### config.mk
export PLATFORM = sky130hd
export DESIGN_NAME = rail_enable_delay_sequencer
export DESIGN_NICKNAME = d
export VERILOG_FILES = /design/src/rtl/rail_seq_pkg.sv /design/src/rtl/rail_delay_timer.sv /design/src/rtl/rail_enable_delay_sequencer.sv
export VERILOG_INCLUDE_DIRS = /design/src /design/src/rtl
export SDC_FILE = /design/constraint.sdc
export NUM_CORES = 1
export LEC_CHECK = 0
export ABC_AREA = 1
export BUFFER_PORTS_ARGS = -buffer_cell sky130_fd_sc_hd__buf_2
export CORE_MARGIN = 2
export CORE_UTILIZATION = 43
export CTS_BUF_LIST = sky130_fd_sc_hd__clkbuf_4 sky130_fd_sc_hd__clkbuf_8
export CTS_CLUSTER_SIZE = 16
export DETAILED_ROUTE_END_ITERATION = 8
export SLEW_MARGIN = 5
export SYNTH_ARGS = -nofsm -noshare
export SYNTH_HDL_FRONTEND = slang
export SYNTH_SLANG_ARGS = --single-unit
### constraint.sdc
create_clock -name clk_i -period 3.75 [get_ports clk_i]
set_clock_uncertainty 0.15 [all_clocks]
set_input_delay 0.75 -clock clk_i [delete_from_list [all_inputs] [get_ports clk_i]]
set_output_delay 0.75 -clock clk_i [all_outputs]
set_load 0.02 [all_outputs]
### src/rtl/rail_seq_regs.svh
/*
 * Register offsets, field positions, reset and default values and timing
 * figures of the rail sequencer.
 * Assumes inclusion by bare name from the package; the modules see its macros from there.
 */
`ifndef RAIL_SEQ_REGS_SVH
`define RAIL_SEQ_REGS_SVH

`define RAIL_CNT          4
// register byte offsets on the serial interface
`define CTRL_BASE         8'h02
`define VOUT_BASE         8'h0a
`define DELAY_BASE        8'h12
`define STATUS_ADDR       8'h20
// control register fields
`define CTRL_I2C_ON       0
`define CTRL_PIN_CTRL     1
`define CTRL_ILIM_LSB     2
`define CTRL_SLEW_LSB     5
// delay register fields
`define DLY_OFF_MSB       7
`define DLY_OFF_LSB       4
`define DLY_ON_MSB        3
`define DLY_ON_LSB        0
`define DLY_RESET         4'h0
// one-time-programmable defaults, per rail 3..0 except ILIM and SLEW; delays in milliseconds
`define OTP_ON_DLY        {4'h5, 4'h5, 4'h0, 4'h0}
`define OTP_OFF_DLY       {4'h0, 4'h0, 4'h5, 4'h5}
`define OTP_VOUT          {8'h50, 8'h8c, 8'hc8, 8'h28}
`define OTP_ILIM          3'h5
`define OTP_SLEW          3'h2
// timebase
`define CLK_MHZ           25
`define MS_PERIOD_US      1000
`define MS_CYCLES         (`MS_PERIOD_US * `CLK_MHZ)
// serial interface
`define I2C_BITS          4'h8
`define DEV_ADDR          7'h60

`endif

### src/rtl/rail_seq_pkg.sv
/*
 * Types shared by the rail sequencer modules.
 * Assumes rail_seq_regs.svh is on the include path.
 */
package rail_seq_pkg;
`include "rail_seq_regs.svh"

    typedef struct packed {
        logic [7:0] vout;
        logic [2:0] slew;
        logic [2:0] ilim;
        logic       pin_ctrl;
        logic       i2c_on;
        logic [3:0] off_delay;
        logic [3:0] on_delay;
    } rail_cfg_s;

    typedef enum logic [1:0] {
        SEQ_POR,
        SEQ_OTP,
        SEQ_IFEN,
        SEQ_STBY
    } seq_state_e;

    typedef enum logic [2:0] {
        I2C_IDLE,
        I2C_ADDR,
        I2C_AACK,
        I2C_PTR,
        I2C_PACK,
        I2C_WR,
        I2C_RD,
        I2C_RACK
    } i2c_state_e;

endpackage : rail_seq_pkg

### src/rtl/rail_delay_timer.sv
/*
 * One rail's enable timing: a millisecond delay counter restarted on
 * every edge of the synchronised enable input that arrives while the top is in standby.
 * Assumes edge pulses come from logic on the same clock.
 */
module rail_delay_timer
    import rail_seq_pkg::*;
#(
    parameter int MS_CYCLES = `MS_CYCLES
) (
    input  wire logic      clk_i,
    input  wire logic      rstn_i,
    input  wire logic      en_rise_i,
    input  wire logic      en_fall_i,
    input  wire rail_cfg_s cfg_i,
    output logic           rail_on_o
);
    localparam int CW = $clog2(MS_CYCLES);

    logic          pend_ff;
    logic          tgt_ff;
    logic          pin_on_ff;
    logic [3:0]    ms_ff;
    logic [CW-1:0] cyc_ff;
    logic          rail_on_ff;

    wire ms_done  = (cyc_ff == CW'(MS_CYCLES - 1));
    wire expire   = pend_ff && (ms_ff == 4'h0);

    always_ff @(posedge clk_i or negedge rstn_i) begin
        if (!rstn_i) begin
            pend_ff   <= 1'b0;
            tgt_ff    <= 1'b0;
            pin_on_ff <= 1'b0;
            ms_ff     <= 4'h0;
            cyc_ff    <= '0;
        end else if (en_rise_i || en_fall_i) begin
            // a new edge cancels whatever was pending
            pend_ff <= 1'b1;
            tgt_ff  <= en_rise_i;
            ms_ff   <= en_rise_i ? cfg_i.on_delay : cfg_i.off_delay;
            cyc_ff  <= '0;
        end else if (expire) begin
            pend_ff   <= 1'b0;
            pin_on_ff <= tgt_ff;
        end else if (pend_ff) begin
            // linear decode: one count per millisecond
            if (ms_done) begin
                cyc_ff <= '0;
                ms_ff  <= ms_ff - 4'h1;
            end else begin
                cyc_ff <= cyc_ff + CW'(1);
            end
        end
    end

    always_ff @(posedge clk_i or negedge rstn_i) begin
        if (!rstn_i) begin
            rail_on_ff <= 1'b0;
        end else begin
            rail_on_ff <= cfg_i.i2c_on | (cfg_i.pin_ctrl & pin_on_ff);
        end
    end

    assign rail_on_o = rail_on_ff;

endmodule : rail_delay_timer

### src/rtl/rail_enable_delay_sequencer.sv
/*
 * Digital sequencer of a four-rail step-down regulator: release
 * sequencing, per-rail settings over an I2C slave, and enable delays.
 * Assumes rail_enable_input, device_release_n, scl and sda come from pins
 * and the open-drain sda wire is resolved outside from sda_oe_o.
 */
module rail_enable_delay_sequencer
    import rail_seq_pkg::*;
#(
    parameter int         MS_CYCLES = `MS_CYCLES,
    parameter logic [6:0] DEV_ADDR  = `DEV_ADDR   // arbitrary value
) (
    input  wire logic                 clk_i,
    input  wire logic                 rstn_i,
    input  wire logic                 device_release_n_i,
    input  wire logic                 rail_enable_input_i,
    input  wire logic                 scl_i,
    input  wire logic                 sda_i,
    output logic                      sda_o,
    output logic                      sda_oe_o,
    output logic                      standby_o,
    output logic [`RAIL_CNT-1:0]      rail_on_o
);
    localparam int N = `RAIL_CNT;

    // pins: 0 release, 1 enable, 2 scl, 3 sda; release resets to held
    // so a pin held low at reset never fakes a release
    logic [3:0] sync1_ff;
    logic [3:0] sync2_ff;
    logic [3:0] prev_ff;

    always_ff @(posedge clk_i or negedge rstn_i) begin
        if (!rstn_i) begin
            sync1_ff <= 4'hc;
            sync2_ff <= 4'hc;
            prev_ff  <= 4'hc;
        end else begin
            sync1_ff <= {sda_i, scl_i, rail_enable_input_i,
                         device_release_n_i};
            sync2_ff <= sync1_ff;
            prev_ff  <= sync2_ff;
        end
    end

    wire released  = sync2_ff[0];
    wire en_rise   = sync2_ff[1] & ~prev_ff[1];
    wire en_fall   = ~sync2_ff[1] & prev_ff[1];
    wire scl_rise  = sync2_ff[2] & ~prev_ff[2];
    wire scl_fall  = ~sync2_ff[2] & prev_ff[2];
    wire sda_now   = sync2_ff[3];
    wire i2c_start = sync2_ff[2] & prev_ff[2] & ~sda_now & prev_ff[3];
    wire i2c_stop  = sync2_ff[2] & prev_ff[2] & sda_now & ~prev_ff[3];

    // release sequencing
    seq_state_e seq_ff;
    seq_state_e nxt_seq;

    always_comb begin
        case (seq_ff)
            SEQ_POR:  nxt_seq = released ? SEQ_OTP : SEQ_POR;
            SEQ_OTP:  nxt_seq = SEQ_IFEN;
            SEQ_IFEN: nxt_seq = SEQ_STBY;
            SEQ_STBY: nxt_seq = SEQ_STBY;
            default:  nxt_seq = SEQ_POR;
        endcase
        if (!released) begin
            nxt_seq = SEQ_POR;
        end
    end

    always_ff @(posedge clk_i or negedge rstn_i) begin
        if (!rstn_i) begin
            seq_ff <= SEQ_POR;
        end else begin
            seq_ff <= nxt_seq;
        end
    end

    wire otp_load = (seq_ff == SEQ_OTP);
    wire if_on    = (seq_ff == SEQ_STBY);

    // settings
    rail_cfg_s  cfg_ff [N];
    logic [7:0] ptr_ff;
    logic [7:0] sh_ff;
    logic       wr_stb;

    function automatic logic [7:0] reg_read(input logic [7:0] a);
        logic [7:0] d;
        d = 8'h00;
        for (int i = 0; i < N; i++) begin
            if (a == `CTRL_BASE + 8'(i)) begin
                d = {cfg_ff[i].slew, cfg_ff[i].ilim,
                     cfg_ff[i].pin_ctrl, cfg_ff[i].i2c_on};
            end
            if (a == `VOUT_BASE + 8'(i)) begin
                d = cfg_ff[i].vout;
            end
            if (a == `DELAY_BASE + 8'(i)) begin
                d = {cfg_ff[i].off_delay, cfg_ff[i].on_delay};
            end
        end
        if (a == `STATUS_ADDR) begin
            d = {2'b00, seq_ff, rail_on_o};
        end
        return d;
    endfunction : reg_read

    logic [N-1:0] rail_on;

    genvar g;
    generate
        for (g = 0; g < N; g++) begin : g_rail
            wire wr_ctrl = wr_stb && (ptr_ff == `CTRL_BASE + 8'(g));
            wire wr_vout = wr_stb && (ptr_ff == `VOUT_BASE + 8'(g));
            wire wr_dly  = wr_stb && (ptr_ff == `DELAY_BASE + 8'(g));

            always_ff @(posedge clk_i or negedge rstn_i) begin
                if (!rstn_i) begin
                    cfg_ff[g]           <= '0;
                    cfg_ff[g].on_delay  <= `DLY_RESET;
                    cfg_ff[g].off_delay <= `DLY_RESET;
                end else if (otp_load) begin
                    cfg_ff[g].on_delay  <= 4'(`OTP_ON_DLY >> (4*g));
                    cfg_ff[g].off_delay <= 4'(`OTP_OFF_DLY >> (4*g));
                    cfg_ff[g].vout      <= 8'(`OTP_VOUT >> (8*g));
                    cfg_ff[g].ilim      <= `OTP_ILIM;
                    cfg_ff[g].slew      <= `OTP_SLEW;
                    cfg_ff[g].pin_ctrl  <= 1'b1;
                    cfg_ff[g].i2c_on    <= 1'b0;
                end else if (wr_ctrl) begin
                    // each rail decodes only its own offsets
                    cfg_ff[g].i2c_on   <= sh_ff[`CTRL_I2C_ON];
                    cfg_ff[g].pin_ctrl <= sh_ff[`CTRL_PIN_CTRL];
                    cfg_ff[g].ilim <= sh_ff[`CTRL_ILIM_LSB +: 3];
                    cfg_ff[g].slew <= sh_ff[`CTRL_SLEW_LSB +: 3];
                end else if (wr_vout) begin
                    cfg_ff[g].vout <= sh_ff;
                end else if (wr_dly) begin
                    cfg_ff[g].off_delay <=
                        sh_ff[`DLY_OFF_MSB:`DLY_OFF_LSB];
                    cfg_ff[g].on_delay  <= sh_ff[`DLY_ON_MSB:`DLY_ON_LSB];
                end
            end

            rail_delay_timer #(
                .MS_CYCLES (MS_CYCLES)
            ) u_timer (
                .clk_i     (clk_i),
                .rstn_i    (rstn_i),
                .en_rise_i (en_rise && if_on),
                .en_fall_i (en_fall && if_on),
                .cfg_i     (cfg_ff[g]),
                .rail_on_o (rail_on[g])
            );
        end
    endgenerate

    // serial slave; bus ignored until the interface is enabled
    i2c_state_e st_ff;
    logic [3:0] cnt_ff;
    logic       rw_ff;
    logic       nack_ff;
    logic       oe_ff;
    logic       stby_ff;

    wire [7:0] next_ptr = ptr_ff + 8'h01;
    wire       byte_in  = (cnt_ff == `I2C_BITS);
    assign wr_stb = if_on && scl_fall && (st_ff == I2C_WR) && byte_in;
    logic [7:0] rd_now;
    logic [7:0] rd_next;

    // always_comb, unlike an assign, follows registers read by the function
    always_comb begin
        rd_now  = reg_read(ptr_ff);
        rd_next = reg_read(next_ptr);
    end

    always_ff @(posedge clk_i or negedge rstn_i) begin
        if (!rstn_i) begin
            st_ff   <= I2C_IDLE;
            cnt_ff  <= 4'h0;
            rw_ff   <= 1'b0;
            nack_ff <= 1'b0;
            oe_ff   <= 1'b0;
            ptr_ff  <= 8'h00;
            sh_ff   <= 8'h00;
        end else if (!if_on || i2c_stop) begin
            st_ff <= I2C_IDLE;
            oe_ff <= 1'b0;
        end else if (i2c_start) begin
            st_ff  <= I2C_ADDR;
            cnt_ff <= 4'h0;
            oe_ff  <= 1'b0;
        end else if (scl_rise) begin
            if (st_ff == I2C_RACK) begin
                nack_ff <= sda_now;
            end else if (st_ff != I2C_RD) begin
                sh_ff <= {sh_ff[6:0], sda_now};
            end
            cnt_ff <= cnt_ff + 4'h1;
        end else if (scl_fall) begin
            case (st_ff)
                I2C_ADDR: begin
                    if (byte_in && sh_ff[7:1] == DEV_ADDR) begin
                        oe_ff <= 1'b1;
                        rw_ff <= sh_ff[0];
                        st_ff <= I2C_AACK;
                    end else if (byte_in) begin
                        st_ff <= I2C_IDLE;
                    end
                end
                I2C_AACK: begin
                    cnt_ff <= 4'h0;
                    if (rw_ff) begin
                        sh_ff <= rd_now;
                        oe_ff <= ~rd_now[7];
                        st_ff <= I2C_RD;
                    end else begin
                        oe_ff <= 1'b0;
                        st_ff <= I2C_PTR;
                    end
                end
                I2C_PTR: begin
                    if (byte_in) begin
                        ptr_ff <= sh_ff;
                        oe_ff  <= 1'b1;
                        st_ff  <= I2C_PACK;
                    end
                end
                I2C_PACK, I2C_WR: begin
                    // acknowledge of pointer or data byte ends here
                    if (st_ff == I2C_PACK || !byte_in) begin
                        oe_ff  <= 1'b0;
                        cnt_ff <= (st_ff == I2C_PACK) ? 4'h0 : cnt_ff;
                        st_ff  <= I2C_WR;
                    end else begin
                        ptr_ff <= next_ptr;
                        oe_ff  <= 1'b1;
                        st_ff  <= I2C_PACK;
                    end
                end
                I2C_RD: begin
                    if (byte_in) begin
                        oe_ff <= 1'b0;
                        st_ff <= I2C_RACK;
                    end else begin
                        oe_ff <= ~sh_ff[3'(4'h7 - cnt_ff)];
                    end
                end
                I2C_RACK: begin
                    if (nack_ff) begin
                        st_ff <= I2C_IDLE;
                    end else begin
                        ptr_ff <= next_ptr;
                        sh_ff  <= rd_next;
                        oe_ff  <= ~rd_next[7];
                        cnt_ff <= 4'h0;
                        st_ff  <= I2C_RD;
                    end
                end
                default: st_ff <= I2C_IDLE;
            endcase
        end
    end

    logic [N-1:0] rail_on_ff;

    always_ff @(posedge clk_i or negedge rstn_i) begin
        if (!rstn_i) begin
            stby_ff    <= 1'b0;
            rail_on_ff <= '0;
        end else begin
            stby_ff    <= if_on;
            rail_on_ff <= rail_on;
        end
    end

    // open drain: the wire is only ever pulled low
    assign sda_o     = 1'b0;
    assign sda_oe_o  = oe_ff;
    assign standby_o = stby_ff;
    assign rail_on_o = rail_on_ff;

endmodule : rail_enable_delay_sequencer

Yosys cells after proc, flatten, opt, wreduce, memory -nomap -nowiden
Index checks and enable logic that the tools add are counted.
{"block": "totals", "reg_bits": 230, "inputBits": 6, "output_inout_bits": 7, "elab_cells": 409}
{"block": "op_classes", "n_addsub": 11, "magnitude_cmp": 1, "eq_ne": 70, "mux": 143, "bitwise": 30, "n_reduce_logical": 92}
{"op": "$mux 8", "n": 59}
{"op": "$mux 15", "n": 16}
{"op": "$mux 4", "n": 26}
{"op": "$mux 24", "n": 4}
{"op": "$eq 8x4->1 const B", "n": 8}
{"op": "$eq 8x5->1 const B", "n": 8}
{"op": "$add 15x1->15 const B", "n": 4}
{"op": "$eq 15x15->1 const B", "n": 4}
{"op": "$reduce_bool 2->1", "n": 25}
{"op": "$eq 8x2->1 const B", "n": 4}
{"op": "$eq 8x3->1 const B", "n": 4}
{"op": "$ne 2x2->1 const B", "n": 16}
{"op": "$mux 3", "n": 10}
{"op": "$ne 4x4->1 const B", "n": 7}
{"op": "$pmux 8 s3", "n": 1}
{"op": "$reduce_and 2->1", "n": 12}
{"op": "$reduce_and 3->1", "n": 8}
{"op": "$logic_and 1x1->1", "n": 22}
{"op": "$mux 1", "n": 20}
{"op": "$pmux 3 s6", "n": 1}
{"op": "$reduce_and 6->1", "n": 3}
{"op": "$eq 8x6->1 const B", "n": 2}
{"op": "$logic_not 4->1", "n": 4}
{"op": "$pmux 8 s2", "n": 1}
{"op": "34 further kinds", "n": 78}

Depth between registers and ports, before layout
{"block": "logic_depth", "word_depth": 22, "ltp_mapped": 23, "ltp_nobuf": 23}

Hierarchy
Synthesis repeated with hierarchy kept, for this count alone.
{"block": "unflattened", "hier_cells": 1969, "hier_area_um2": 13959.6}
{"mod": "rail_enable_delay_sequencer", "instances": 1, "cells_per_inst": 1120, "area_each_um2": 8076.5, "seq_area_each_um2": 3510.9}
{"mod": "rail_delay_timer at g_rail[0].u_timer ...", "instances": 3, "cells_per_inst": 212, "area_each_um2": 1467.7, "seq_area_each_um2": 575.6}
{"mod": "rail_delay_timer at g_rail[3].u_timer", "instances": 1, "cells_per_inst": 213, "area_each_um2": 1480.2, "seq_area_each_um2": 575.6}

Least setup slack after synthesis
No wires, ideal clock.
{"block": "synth_timing", "path_kind": "register to register", "start": "register ptr_ff[0]", "end": "register sh_ff[6]", "setup_ns": 0.117, "t_arrival_ns": 2.362, "required_time_ns": 3.483, "slack_ns": 1.122, "stages_incl_launch_ff": 20, "n_path_buf": 0, "period_less_slack_ns": 2.628, "path_cell_list": "dfrtp_1 ha_1 nand3_4 o21ai_1 nand2_1 nor2_8 nand2_4 nor3_4 inv_2 or2_0 nand3b_1 nand4_1 nand2_1 nand2_1 nand2_1 nand2_1 nand2_1 nand2_1 nand2_1 nand2_1"}
{"block": "synth_between", "elab_chain_len": 19, "word_cells_on_any_way": 58, "classes_between": "add/sub: 1; eq/ne: 26; mux: 31"}
{"item": "start, declared", "line_no": "rail_enable_delay_sequencer.sv:84", "text": "logic [7:0] ptr_ff;"}
{"item": "start signal, assigned", "line_no": "rail_enable_delay_sequencer.sv:238", "text": "ptr_ff <= next_ptr;"}
{"item": "start signal, assigned", "line_no": "rail_enable_delay_sequencer.sv:255", "text": "ptr_ff <= next_ptr;"}
{"item": "$add 8x1->8", "line_no": "rail_enable_delay_sequencer.sv:167", "text": "wire [7:0] next_ptr = ptr_ff + 8'h01;"}
{"item": "$eq 8x2->1", "line_no": "rail_enable_delay_sequencer.sv:92", "text": "if (a == `CTRL_BASE + 8'(i)) begin"}
{"item": "$mux 8", "line_no": "rail_enable_delay_sequencer.sv:92"}
{"item": "$mux 8", "line_no": "rail_enable_delay_sequencer.sv:96", "text": "if (a == `VOUT_BASE + 8'(i)) begin"}
{"item": "$mux 8", "line_no": "rail_enable_delay_sequencer.sv:99", "text": "if (a == `DELAY_BASE + 8'(i)) begin"}
{"item": "$mux 8", "line_no": "rail_enable_delay_sequencer.sv:92"}
{"item": "$mux 8", "line_no": "rail_enable_delay_sequencer.sv:96"}
{"item": "$mux 8", "line_no": "rail_enable_delay_sequencer.sv:99"}
{"item": "[3 not listed]"}
{"item": "$mux 8", "line_no": "rail_enable_delay_sequencer.sv:92"}
{"item": "$mux 8", "line_no": "rail_enable_delay_sequencer.sv:96"}
{"item": "$mux 8", "line_no": "rail_enable_delay_sequencer.sv:99"}
{"item": "$mux 8", "line_no": "rail_enable_delay_sequencer.sv:103", "text": "if (a == `STATUS_ADDR) begin"}
{"item": "$mux 8", "line_no": "rail_enable_delay_sequencer.sv:252", "text": "if (nack_ff) begin"}
{"item": "$pmux 8 s2 *", "line_no": "rail_enable_delay_sequencer.sv:203", "text": "case (st_ff)"}
{"item": "$mux 8 *", "line_no": "rail_enable_delay_sequencer.sv:202", "text": "end else if (scl_fall) begin"}
{"item": "$mux 8 *", "line_no": "rail_enable_delay_sequencer.sv:195", "text": "end else if (scl_rise) begin"}
{"item": "end signal, assigned", "line_no": "rail_enable_delay_sequencer.sv:199", "text": "sh_ff <= {sh_ff[6:0], sda_now};"}
{"item": "end signal, assigned", "line_no": "rail_enable_delay_sequencer.sv:216", "text": "sh_ff <= rd_now;"}
{"item": "end signal, assigned", "line_no": "rail_enable_delay_sequencer.sv:256", "text": "sh_ff <= rd_next;"}
{"item": "end, declared", "line_no": "rail_enable_delay_sequencer.sv:85", "text": "logic [7:0] sh_ff;"}
Mark *: on every way between the ends. The rest lies on a longest branch, timed or not. The select of a mux whose other input is x is not followed.
A chain may end at the register's enable or synchronous reset.

Worst setup path after layout
{"block": "layout_timing", "start": "register ptr_ff[0]", "end": "register sh_ff[7]"}
The elaborated chain is that of the path after synthesis.

==> results.yml <==
sta:
  rsz0062_at_grt: "false"
  fmax_mhz: 309
  final.min_clock_period_ns: 3.24
  final.setup.worst_slack_ns: 0.514
  max_slew_margin_pct: 45.4
  setup_viol: 0
  post-route-period-util_pct: 86.3
  hold_viol: 0
  worst_hold_slack_ns: 0.114
  final_max_slew_viol_count: 0
  tns_ns: 0
  worst_slew_pin_slew_ns: 0.816
global_route:
  antenna_found_initial: 0
  gr-usage-all-layers_pct: 25.6
  grt_pass1_wl_um: 62400
  grt_pass1_vias: 11300
  grt_max_degree: 79
  grt_overflow_total: 0
pwr:
  power.net_switching_w: 0.00216
  swShare_pct: 31.8
  intPower_w: 0.00461
  combPwrFrac_pct: 15.8
  p_leak_nw: 6.39
  p_per_area_nw_per_um2: 470
  ir_drop_uv: 331
  sequentialPowerShare_pct: 45.9
  p_total_w: 0.00677
  p_clk_share_pct: 38.2
drt:
  routedWlPerCell_um: 17.7
  drt-initial-drc-count: 1052
  vias_per_cell: 5.48
  vias: 12100
  drc: 0
  drt_pass1_iterations: 6
  drt_wl_total_um: 38900
  drtAntennaViolNets: 0
min_path:
  whs_path_depth: 1
  whs_endpoint: "sync1_ff[3]$_DFF_PN1_"
  hold_start: "sda_i"
  hold_path_class: "in2reg"
floorplanning:
  die_area_um2: 31200
  core_area_um2: 29500
  die_h_um: 177
  ioPinCount: 13
  fp.dieW_um: 177
  rows: 63
  initial_core_util_pct: 43.4
synth:
  synth.distinct_cells: 53
  synth-edff-count: 0
  synthFlopType: "dfrtp_1"
  synth_cells: 1732
  synthXorXnorAreaFrac_pct: 0.889
  muxShareOfSynthArea_pct: 0
  avgSynthCellArea_um2: 7.39
  postSynthNetCount: 1760
  ys_ff_latch: 229
  synth_compound_area_share_pct: 17.2
  syn_area_um2: 12800
  seq_area_frac_synth_pct: 44.8
  synth_top_family_by_area: "simple AND/OR/NAND/NOR gates"
  synth_area_leaders: "dfrtp_1, nand2_1, o21ai_0"
  yosys.area.top_type: "dfrtp_1"
  synth-simple-area-share_pct: 26.7
  yosys_warnings: 0
  synth_top_area_share_pct: 43.6
  synth_adder_area_share_pct: 2.15
  synthArstFlopShare_pct: 100
clock_network:
  cts_tree: "built"
  numCtsBuffers: 41
  holdBufCountCts: 1
  post_cts_buffers: 0
  max-clock-path-buffers: 3
  post_cts_resized: 0
  clk_latency_ns: 0.59
  clock-sinks: 229
  clkTransAtPathRegs_ns: 0.06
  clockRootBuffer: "clkbuf_8"
  cts_max_level: 2
cells_and_area:
  layout-drive-gt1-share_pct: 8.72
  diodes: 0
  layout_common_cells: "nand2_1, inv_1, dfrtp_1"
  fin_area_um2: 14400
  areaGrowthSynthToFinish_pct: 12.3
  layout.nets: 1807
  mostFrequentLayoutCell: "nand2_1"
critical_path:
  rr_worst_depth: 22
  critPathLaunchType: "register"
  regToRegSetupSlack_ns: 0.51
  worst_r2r_endpoint: "sh_ff[7]$_DFFE_PN0P_"
  worst_ep_arrival_time_ns: 3.59
  endpoint_kind: "register"
  r2r_start: "ptr_ff[0]$_DFFE_PN0P_"
  criticalPathCategory: "reg2reg"
  crit_fanout: 7
  worstPathRequired_ns: 4.10
place:
  gp_congestion: 0.957
  hpwl_um: 28700
  pre_cts_slack_ns: 0.531
  port_buffers: 11
  place_area_um2: 13500
flow_run:
  maxCapViolations: 0
status:
  status: "completed"
## cell type report
| type | instances | area [um^2] |
|---|---|---|
| clock buffer | 61 | 771 |
| tap | 390 | 488 |
| timing repair buffer | 47 | 363 |
| fill | 2950 | 15100 |
| clock inverter | 14 | 133 |
| inverter | 231 | 870 |
| sequential | 229 | 5740 |
| multi-input combinational | 1229 | 6030 |
## metrics by stage
| step | instances | util, % |
|---|---|---|
| 6_report | 2201 | 48.8 |
| 5_1_grt | 2201 | 48.8 |
| 2_1_floorplan | 1732 | - |
| 3_3_place_gp | 2125 | 45.7 |
| 3_5_place_dp | 2125 | 45.7 |
| 4_1_cts | 2201 | 48.8 |
## metal layers
layer	up-vias	part of all wire [%]	GRT usage, %
li1	5851	-	-
met1	5637	44	35.5
met2	471	44	39.3
met3	104	7.0	4.41
met4	0	4.5	11.1
met5	-	0	0
## how the worst max path moves through the flow
stage | startpoint | endpoint | slack, ns
global route | ptr_ff[0]$_DFFE_PN0P_ | sh_ff[1]$_DFFE_PN0P_ | 0.11
global placement | ptr_ff[0]$_DFFE_PN0P_ | sh_ff[5]$_DFFE_PN0P_ | 0.52
CTS | ptr_ff[0]$_DFFE_PN0P_ | sh_ff[7]$_DFFE_PN0P_ | 0.51
detailed placement | ptr_ff[0]$_DFFE_PN0P_ | sh_ff[7]$_DFFE_PN0P_ | 0.53
finish | ptr_ff[0]$_DFFE_PN0P_ | sh_ff[7]$_DFFE_PN0P_ | 0.51
floorplan | ptr_ff[0]$_DFFE_PN0P_ | sh_ff[6]$_DFFE_PN0P_ | 1.12
## registers in the layout, indices dropped and copies added, names as in the netlist, 4 cells and up
name and count:
g_rail.u_timer.pend_ff 4, ptr_ff 8, rail_on_o 4, sync1_ff 4
g_rail.u_timer.ms_ff 16, sync2_ff 4, g_rail.u_timer.rail_on_o 4, cnt_ff 4
sh_ff 8, g_rail.u_timer.cyc_ff 60, cfg_ff 96, g_rail.u_timer.pin_on_ff 4
## power groups by stage
stage	sequential (W)	clock (W)	combinational [W]
3_3_place_gp	0.00314	0	0.00105
3_5_place_dp	0.00313	0	0.00108
2_1_floorplan	0.00301	0	0.000739
4_1_cts	0.00310	0.00265	0.00108
5_1_grt	0.00314	0.00275	0.00124
6_report	0.00311	0.00259	0.00107
## cell usage after synthesis, types with 19 or more instances
library cell and instances:
o22ai_1 25, clkbuf_1 37, o211ai_1 19, dfrtp_1 223
nand4_1 31, ha_1 22, inv_1 225, nand3_1 79
o21ai_0 174, nand2_1 416, nor3_1 46, nor2_1 164
a21oi_1 141
## critical path: stages, from the launching register on
cell      delay, ns
dfrtp_1        0.44
ha_1           0.28
inv_1          0.15
nand2_1        0.07
nand2_1        0.16
nand3_1        0.19
nor2_1         0.26
inv_1          0.12
nor2_2         0.35
nand2_1        0.12
nand3_1        0.09
nand2_1        0.05
nand3_1        0.08
nand2_1        0.06
nand2_1        0.05
nand2_1        0.06
nand3_1        0.08
nand2_1        0.06
nand2_1        0.05
nand2_1        0.05
nand2_1        0.07
nand2_1        0.06
a21boi_1       0.12
## cells by family after synthesis
family	after synthesis
buffers and inverters	274
flip-flops	229
other	1
XOR/XNOR	13
AO/OA/AOI/OAI	404
AND/OR/NAND/NOR	789
adder cells (fa/ha/maj)	22
No activity file was read; power rests on OpenSTA's default activity.
